===== config.mk =====
export PLATFORM = sky130hd
export DESIGN_NAME = uth_framer
export DESIGN_NICKNAME = d
export VERILOG_FILES = /design/src/verilog/uth_pkg.sv /design/src/verilog/uth_framer.sv /design/src/verilog/uth_fifo.sv
export SDC_FILE = /design/constraint.sdc
export NUM_CORES = 1
export LEC_CHECK = 0
export ABC_AREA = 1
export ABC_CLOCK_PERIOD_IN_PS = 4000
export BUFFER_PORTS_ARGS = -buffer_cell sky130_fd_sc_hd__buf_2
export CORE_ASPECT_RATIO = 1.2
export CORE_MARGIN = 5
export CORE_UTILIZATION = 55
export CTS_BUF_LIST = sky130_fd_sc_hd__clkbuf_8
export DETAILED_ROUTE_END_ITERATION = 10
export PLACE_DENSITY = 0.76
export SLEW_MARGIN = 20
export SYNTH_ARGS = -nofsm -noshare
export SYNTH_HDL_FRONTEND = slang
export SYNTH_SLANG_ARGS = --single-unit

===== constraint.sdc =====
create_clock -name mclk -period 4 [get_ports mclk]
set_input_delay 0.2 -clock mclk [delete_from_list [all_inputs] [get_ports mclk]]
set_output_delay 0.2 -clock mclk [all_outputs]
set_load 0.02 [all_outputs]

===== src/verilog/uth_pkg.sv =====
// Constants and types shared by the transfer-header framer and its FIFO
`default_nettype none
package uth_pkg;
	// ---------------------------------------------------------------
	// Header field layout and codes
	// ---------------------------------------------------------------
	localparam logic [3:0]  VERSION_ONE   = 4'h1;
	localparam logic [3:0]  TYPE_FULL     = 4'h0;
	localparam logic [3:0]  TYPE_SEGMENT  = 4'h1;
	localparam logic [7:0]  RSVD_FILL     = 8'h00;
	localparam logic [23:0] SEQ_RESET     = 24'h000000;
	localparam logic [31:0] OFFSET_RESET  = 32'h00000000;
	localparam int          VER_LSB       = 0;
	localparam int          TYPE_LSB      = 4;
	localparam int          SEQ_LSB       = 8;
	localparam int          CHAN_ID_LSB   = 0;
	localparam int          CHAN_SEQ_LSB  = 16;
	localparam int          RSVD_LSB      = 24;
	// ---------------------------------------------------------------
	// Datagram sizing
	// ---------------------------------------------------------------
	localparam int          MSG_LIMIT_BYTES = 32726;
	localparam int          WORD_BYTES      = 4;
	localparam int          DG_MAX_WORDS    = (MSG_LIMIT_BYTES - 1) / WORD_BYTES;
	localparam int          LEN_W           = 26;
	localparam int          SEG_CNT_W       = 14;
	localparam logic [LEN_W-1:0]     WHOLE_MAX_WORDS = LEN_W'(DG_MAX_WORDS - 1);
	localparam logic [SEG_CNT_W-1:0] SEG_WORDS       = SEG_CNT_W'(DG_MAX_WORDS - 3);
	localparam logic [31:0]          SEG_BYTES       = 32'(((DG_MAX_WORDS - 3) * WORD_BYTES));
	// ---------------------------------------------------------------
	// FIFO geometry and framer states
	// ---------------------------------------------------------------
	localparam int          FIFO_DEPTH    = 8;
	localparam int          FIFO_WIDTH    = 32 + 1 + LEN_W + 24;
	typedef enum logic [2:0] {ST_IDLE, ST_HDR0, ST_HDR1, ST_HDR2, ST_BODY} uth_state_e;
endpackage
`default_nettype wire


===== src/verilog/uth_framer.sv =====
// Datagram framer: prefixes transfer headers to recorder packets
//
// What this block does
// Header word 0 bits 3:0 carry version 0001; other codes are reserved.
// Header word 0 bits 7:4 carry type: 0000 whole packets, 0001 segment.
// Bits 31:8 carry a 24-bit sequence incremented for every datagram sent.
// Datagrams with whole packets use only the single first header word.
// Segment headers put the 16-bit channel identity in word 1 bits 15:0.
// Segment headers put the 8-bit channel sequence in word 1 bits 23:16.
// Word 1 bits 31:24 of a segment header are a reserved field.
// Segment headers add a third word: byte offset of the segment data.
// Payload is header directly followed by packet data, bytes untouched.
// Packets too large for one datagram are split and sent as segments.
// Datagrams with whole packets never hold a fractional packet.
// Packets and segments go out in order with rising segment offset.
// Each datagram message stays below 32726 bytes.
// Reserved header bits are driven to zero.
// The sequence counter wraps from all ones to zero silently.
`timescale 1ns/1ps
`default_nettype none
module uth_framer (
	input  wire logic                      mclk,
	input  wire logic                      resetn,
	input  wire logic                      pkt_valid,
	output logic                           pkt_ready,
	input  wire logic [31:0]               pkt_data,
	input  wire logic                      pkt_first,
	input  wire logic [uth_pkg::LEN_W-1:0] pkt_len_words,
	input  wire logic [15:0]               pkt_chan_id,
	input  wire logic [7:0]                pkt_chan_seq,
	output logic                           dg_valid,
	input  wire logic                      dg_ready,
	output logic      [31:0]               dg_data,
	output logic                           dg_first,
	output logic                           dg_last,
	output logic                           dg_segmented
);
	localparam int LW = uth_pkg::LEN_W;
	localparam int SW = uth_pkg::SEG_CNT_W;

	// ---------------------------------------------------------------
	// Input buffering
	// ---------------------------------------------------------------
	logic [uth_pkg::FIFO_WIDTH-1:0] f_in, f_out;
	logic                           f_valid, f_pop;
	logic [31:0]                    f_data;
	logic                           f_first;
	logic [LW-1:0]                  f_len;
	logic [15:0]                    f_chan_id;
	logic [7:0]                     f_chan_seq;

	// Side fields travel with every word; only the first word's copy is used
	assign f_in = {pkt_data, pkt_first, pkt_len_words, pkt_chan_id, pkt_chan_seq};
	assign {f_data, f_first, f_len, f_chan_id, f_chan_seq} = f_out;

	uth_fifo #(
		.WIDTH (uth_pkg::FIFO_WIDTH),
		.DEPTH (uth_pkg::FIFO_DEPTH)
	) u_fifo (
		.mclk      (mclk),
		.resetn    (resetn),
		.in_valid  (pkt_valid),
		.in_ready  (pkt_ready),
		.in_data   (f_in),
		.out_valid (f_valid),
		.out_ready (f_pop),
		.out_data  (f_out)
	);

	// ---------------------------------------------------------------
	// Framing state
	// ---------------------------------------------------------------
	uth_pkg::uth_state_e st_reg, st_next;
	logic                seg_reg, seg_next;
	logic [23:0]         seq_reg, seq_next;
	logic [LW-1:0]       remain_reg, remain_next;
	logic [SW-1:0]       left_reg, left_next;
	logic [31:0]         offset_reg, offset_next;
	logic [15:0]         chan_id_reg, chan_id_next;
	logic [7:0]          chan_seq_reg, chan_seq_next;
	logic                valid_reg, valid_next;
	logic [31:0]         data_reg, data_next;
	logic                first_reg, first_next;
	logic                last_reg, last_next;
	logic                can_load;
	logic [SW-1:0]       dg_words;

	// Next-state logic; at most one output word is produced per free output slot
	always_comb begin
		st_next       = st_reg;
		seg_next      = seg_reg;
		seq_next      = seq_reg;
		remain_next   = remain_reg;
		left_next     = left_reg;
		offset_next   = offset_reg;
		chan_id_next  = chan_id_reg;
		chan_seq_next = chan_seq_reg;
		data_next     = data_reg;
		first_next    = first_reg;
		last_next     = last_reg;
		f_pop         = 1'b0;
		can_load      = !valid_reg || dg_ready;
		valid_next    = valid_reg && !dg_ready;
		// Size of the next datagram's body, capped for the message limit
		dg_words = (remain_reg > LW'(uth_pkg::SEG_WORDS)) ? uth_pkg::SEG_WORDS : remain_reg[SW-1:0];
		unique case (st_reg)
			// The first word is left in the FIFO: it is also the first body word
			uth_pkg::ST_IDLE: begin
				if (f_valid && f_first && f_len != '0) begin
					remain_next   = f_len;
					chan_id_next  = f_chan_id;
					chan_seq_next = f_chan_seq;
					offset_next   = uth_pkg::OFFSET_RESET;
					seg_next      = f_len > uth_pkg::WHOLE_MAX_WORDS;
					st_next       = uth_pkg::ST_HDR0;
				end else if (f_valid) begin
					// Words outside a framed packet cannot be placed; drop them
					f_pop = 1'b1;
				end
			end
			// Word 0 opens every datagram, so the sequence advances once per datagram
			// The body count is latched here, so a stall cannot change the datagram size
			uth_pkg::ST_HDR0: begin
				if (can_load) begin
					valid_next = 1'b1;
					first_next = 1'b1;
					last_next  = 1'b0;
					data_next  = '0;
					data_next[uth_pkg::VER_LSB +: 4]  = uth_pkg::VERSION_ONE;
					data_next[uth_pkg::TYPE_LSB +: 4] = seg_reg ? uth_pkg::TYPE_SEGMENT
						: uth_pkg::TYPE_FULL;
					data_next[uth_pkg::SEQ_LSB +: 24] = seq_reg;
					seq_next   = 24'(seq_reg + 24'h000001);
					left_next  = seg_reg ? dg_words : remain_reg[SW-1:0];
					st_next    = seg_reg ? uth_pkg::ST_HDR1 : uth_pkg::ST_BODY;
				end
			end
			// Segment word 1: reserved byte over channel sequence and identity
			uth_pkg::ST_HDR1: begin
				if (can_load) begin
					valid_next = 1'b1;
					first_next = 1'b0;
					data_next  = '0;
					data_next[uth_pkg::CHAN_ID_LSB +: 16] = chan_id_reg;
					data_next[uth_pkg::CHAN_SEQ_LSB +: 8] = chan_seq_reg;
					data_next[uth_pkg::RSVD_LSB +: 8]     = uth_pkg::RSVD_FILL;
					st_next    = uth_pkg::ST_HDR2;
				end
			end
			// Segment word 2: byte position of this segment within its packet
			uth_pkg::ST_HDR2: begin
				if (can_load) begin
					valid_next = 1'b1;
					data_next  = offset_reg;
					st_next    = uth_pkg::ST_BODY;
				end
			end
			// Packet words pass through untouched; the FIFO buffers the source while headers are sent
			uth_pkg::ST_BODY: begin
				if (can_load && f_valid) begin
					f_pop       = 1'b1;
					valid_next  = 1'b1;
					first_next  = 1'b0;
					data_next   = f_data;
					last_next   = left_reg == SW'(1);
					remain_next = LW'(remain_reg - LW'(1));
					left_next   = SW'(left_reg - SW'(1));
					if (left_reg == SW'(1)) begin
						if (remain_reg == LW'(1)) begin
							st_next = uth_pkg::ST_IDLE;
						end else begin
							// Next segment of the same packet follows at once
							offset_next = 32'(offset_reg + uth_pkg::SEG_BYTES);
							st_next     = uth_pkg::ST_HDR0;
						end
					end
				end
			end
		endcase
	end

	// ---------------------------------------------------------------
	// Registers
	// ---------------------------------------------------------------
	always_ff @(posedge mclk or negedge resetn) begin
		if (!resetn) begin
			st_reg       <= uth_pkg::ST_IDLE;
			seg_reg      <= 1'b0;
			seq_reg      <= uth_pkg::SEQ_RESET;
			remain_reg   <= '0;
			left_reg     <= '0;
			offset_reg   <= uth_pkg::OFFSET_RESET;
			chan_id_reg  <= '0;
			chan_seq_reg <= '0;
			valid_reg    <= 1'b0;
			data_reg     <= '0;
			first_reg    <= 1'b0;
			last_reg     <= 1'b0;
		end else begin
			st_reg       <= st_next;
			seg_reg      <= seg_next;
			seq_reg      <= seq_next;
			remain_reg   <= remain_next;
			left_reg     <= left_next;
			offset_reg   <= offset_next;
			chan_id_reg  <= chan_id_next;
			chan_seq_reg <= chan_seq_next;
			valid_reg    <= valid_next;
			data_reg     <= data_next;
			first_reg    <= first_next;
			last_reg     <= last_next;
		end
	end

	// Outputs come straight from registers
	assign dg_valid     = valid_reg;
	assign dg_data      = data_reg;
	assign dg_first     = first_reg;
	assign dg_last      = last_reg;
	assign dg_segmented = seg_reg;
endmodule
`default_nettype wire


===== src/verilog/uth_fifo.sv =====
// Flip-flop FIFO with valid/ready on both sides
`timescale 1ns/1ps
`default_nettype none
module uth_fifo #(
	parameter int WIDTH = 8,
	parameter int DEPTH = 8
) (
	input  wire logic             mclk,
	input  wire logic             resetn,
	input  wire logic             in_valid,
	output logic                  in_ready,
	input  wire logic [WIDTH-1:0] in_data,
	output logic                  out_valid,
	input  wire logic             out_ready,
	output logic      [WIDTH-1:0] out_data
);
	localparam int PW = $clog2(DEPTH);
	localparam int CW = $clog2(DEPTH + 1);
	localparam logic [CW-1:0] FULL_CNT = CW'(DEPTH);

	logic [WIDTH-1:0] mem_reg [DEPTH];
	logic [WIDTH-1:0] mem_next [DEPTH];
	logic [PW-1:0]    wr_reg, wr_next, rd_reg, rd_next;
	logic [CW-1:0]    cnt_reg, cnt_next;
	logic             rdy_reg, rdy_next;
	logic             push, pop;

	// ---------------------------------------------------------------
	// Pointers and occupancy
	// ---------------------------------------------------------------
	// Ready is registered from the next count so it never depends on the sink
	always_comb begin
		push     = in_valid && rdy_reg;
		pop      = out_valid && out_ready;
		wr_next  = push ? PW'(wr_reg + 1'b1) : wr_reg;
		rd_next  = pop ? PW'(rd_reg + 1'b1) : rd_reg;
		cnt_next = CW'(cnt_reg + CW'(push) - CW'(pop));
		rdy_next = cnt_next != FULL_CNT;
		for (int i = 0; i < DEPTH; i++) begin
			mem_next[i] = (push && wr_reg == PW'(i)) ? in_data : mem_reg[i];
		end
	end

	always_ff @(posedge mclk or negedge resetn) begin
		if (!resetn) begin
			wr_reg  <= '0;
			rd_reg  <= '0;
			cnt_reg <= '0;
			rdy_reg <= 1'b0;
		end else begin
			wr_reg  <= wr_next;
			rd_reg  <= rd_next;
			cnt_reg <= cnt_next;
			rdy_reg <= rdy_next;
		end
	end

	// Storage, one entry per generate slot
	for (genvar g = 0; g < DEPTH; g++) begin : g_mem
		always_ff @(posedge mclk or negedge resetn) begin
			if (!resetn) begin
				mem_reg[g] <= '0;
			end else begin
				mem_reg[g] <= mem_next[g];
			end
		end
	end

	assign in_ready  = rdy_reg;
	assign out_valid = cnt_reg != '0;
	assign out_data  = mem_reg[rd_reg];
endmodule
`default_nettype wire


==> flow_metrics.py <==
metrics = {
    "status": {
        "outcome": "completed",
    },
    "critical_path": {
        "required_ps": 4680,
        "start_kind": "flop",
        "cp_max_fo": 46,
        "crit_type": "reg -> reg",
        "endpoint_kind": "flop",
        "critPathArrivalTime_ps": 4400,
    },
    "logic_synthesis": {
        "synth_edf_count": 0,
        "synthSimpleGateAreaFrac": 0.193,
        "synth_xor_xnor_area_share": 0.0124,
        "syn_area_mm2": 0.0395,
        "synthCells": 4897,
        "syn_area_per_cell_um2": 8.07,
        "yosysTopAreaCellShare": 0.526,
        "synth_compound_area_frac": 0.185,
        "seq_area_frac_synth": 0.526,
        "synthAdderAreaFrac": 0.00652,
        "async_flop_share": 1.00,
        "ys_types": 49,
        "synth_top_family_by_area": "simple AND/OR/NAND/NOR gates",
        "synth_seq_cells": 831,
        "yosys.area.top_type": "dfrtp_1",
        "synthFlopType": "dfrtp_1",
        "yosysWarnings": 0,
        "synth.area.mux_share": 0,
        "syn-num-nets": 5004,
        "ys_top_cells_by_area": "dfrtp_1, nand2_1, o21ai_0",
    },
    "sta": {
        "slew_headroom": 0.283,
        "hold_viol_final": 0,
        "finalClockSkew_ps": 53.8,
        "whs_ps": 136,
        "worst_slew_pin_slew_ps": 1080,
        "period_minus_slack_ps": 3720,
        "max_freq_mhz": 269,
        "setup_tns_ps": 0,
        "slew_viol_final": 0,
        "final-setup-viol-count": 0,
        "period_share": 0.930,
    },
    "placed_design": {
        "placement.io_buffers": 123,
        "placed_area_mm2": 0.0410,
        "place_hpwl_um": 69300,
        "gp_congestion": 0.938,
    },
    "cells_and_area": {
        "areaGrowthSynthToFinish_pct": 12.9,
        "largest_reg_flops": 664,
        "multiInputGateArea_mm2": 0.0158,
        "layout-drive-gt1-share": 0.101,
        "layout_common_cells": "nand2_1, o21ai_0, dfrtp_1",
        "fin_nets": 5107,
        "mostFrequentLayoutCell": "nand2_1",
        "fin_area_mm2": 0.0446,
        "register_area_mm2": 0.0208,
        "fillers": 6001,
    },
    "pwr": {
        "vdd_drop_max_v": 0.000837,
        "total_power_uw": 35600,
        "switching_share": 0.420,
        "p_sw_uw": 14900,
        "p_clk_frac": 0.206,
        "combPwrFrac": 0.405,
        "intPower_uw": 20700,
        "p_seq_frac": 0.389,
        "p_per_area_mw_per_mm2": 798,
        "p_leak_uw": 0.0214,
    },
    "clock_network": {
        "h-tree-depth": 4,
        "tritoncts": "yes",
        "clock-root-buffer": "clkbuf_8",
        "numClockSinks": 831,
        "clock_latency_ps": 830,
        "clock_path_buffers": 3,
        "cts_buffers": 133,
        "clkSlewWorstSetupHoldPaths_ps": 60,
    },
    "drt": {
        "drcViolationCount": 0,
        "first_iter_violations": 3493,
        "first_pass_iters": 7,
        "drt-total-wl_um": 111000,
        "routedWlPerCell_um": 18.4,
        "antenna_left": 0,
        "vias": 34300,
        "vias_per_cell": 5.69,
    },
    "die": {
        "die_h_um": 304,
        "dieArea_mm2": 0.0773,
        "core_area_mm2": 0.0711,
        "die_w_um": 255,
        "start_util": 0.556,
        "num_io_pins": 124,
        "row_count": 107,
    },
    "global_route": {
        "antenna_found_initial": 1,
        "grt_pass1_vias": 33200,
        "overflow": 0,
        "grt_pass1_wl_um": 178000,
        "grt_max_degree": 166,
        "track_usage": 0.283,
    },
    "job": {
        "maxCapViolations": 0,
    },
    "min_path": {
        "holdCritPathClass": "in -> async",
    },
}
## cell usage after synthesis, types with 28 or more instances
cell type,n
nor2_1,361
a21oi_1,294
nand2_1,1188
clkbuf_1,239
o21ai_0,840
inv_1,426
nand3_1,245
nor3_1,28
buf_2,38
dfrtp_1,831
o211ai_1,50
xor2_1,47
## metal layers
metal,global-route usage,wire length [um],up-vias,share of wire
met4,0.128,5290,0,0.048
met1,0.374,45100,16500,0.41
li1,-,-,16200,-
met3,0.0496,6710,282,0.061
met2,0.461,53600,1263,0.48
met5,0,0,-,0
## final cells by class
type / instances / area share
Clock inverter: 63 / 0.00906
Inverter: 432 / 0.0370
Timing Repair inverter: 1 / 0.000252
Tap cell: 926 / 0.0260
Antenna cell: 1 / 0.0000561
Multi-Input combinational cell: 3311 / 0.354
Timing Repair Buffer: 290 / 0.0564
Sequential cell: 831 / 0.466
Clock buffer: 165 / 0.0509
## timing repair
item | CTS | global route
gates resized for setup | 0 | 5
buffers inserted | 0 | 1
hold buffers | 87 | 0
endpoints found under the hold margin | 1059 | 0
setup endpoints to repair | 0 | 1
## power groups by stage
stage | Sequential, uW | Combinational, uW | Clock (uW)
after floorplan | 13500 | 9730 | 0
after global placement | 13800 | 13700 | 0
after detailed placement | 13900 | 14000 | 0
after CTS | 13800 | 14200 | 7430
after global routing | 14200 | 16200 | 7810
final | 13800 | 14400 | 7330
## worst max-delay path, stage by stage (launching register included)
cell      delay [ps]
dfrtp_4          590
buf_12           180
inv_8            220
nand2_1          140
o211ai_2          80
nand2_1           70
nand2_1           60
nand2_1           70
nor2_1           110
nand2_1           60
nor2_1           210
nand2_1          170
nand2_2          120
nand3_1          130
nand2_1          170
ha_1             250
inv_1             60
ha_1             180
fa_1             440
nor3_1           190
nand2_1           80
## kinds of logic (layout without fill, tap and decap cells)
logic type | after synthesis | count (layout)
compound gates | 1342 | 1342
buf+inv | 755 | 951
other cells | 0 | 1
simple gates | 1893 | 1893
xor+xnor | 56 | 56
fa+ha+maj | 20 | 20
flops | 831 | 831
## per-stage QoR
step | util | cells | setup slack, ps
after floorplan | - | 4897 | 981
after global placement | 0.576 | 5701 | 269
after detailed placement | 0.576 | 5701 | 238
after CTS | 0.626 | 6016 | 200
after global routing | 0.628 | 6020 | -18.4
final | 0.628 | 6020 | 279
## path summary, 6_finish.rpt
check	startpoint	to	slack, ps	cells after the start
max	u_fifo.rd_reg[0]$_DFFE_PN0P_	u_fifo.in_ready$_DFF_PN0_	280	20
min	resetn	u_fifo.mem_reg[85]$_DFFE_PN0P_	140	3
max reg2reg	u_fifo.rd_reg[0]$_DFFE_PN0P_	u_fifo.in_ready$_DFF_PN0_	280	20
min reg2reg	dg_data[19]$_DFFE_PN0P_	dg_data[19]$_DFFE_PN0P_	480	2
max in group asynchronous	resetn	u_fifo.mem_reg[569]$_DFFE_PN0P_	3130	4
min in group mclk	pkt_data[21]	u_fifo.mem_reg[238]$_DFFE_PN0P_	140	4
Note: power is estimated with default switching activity, not from simulation.
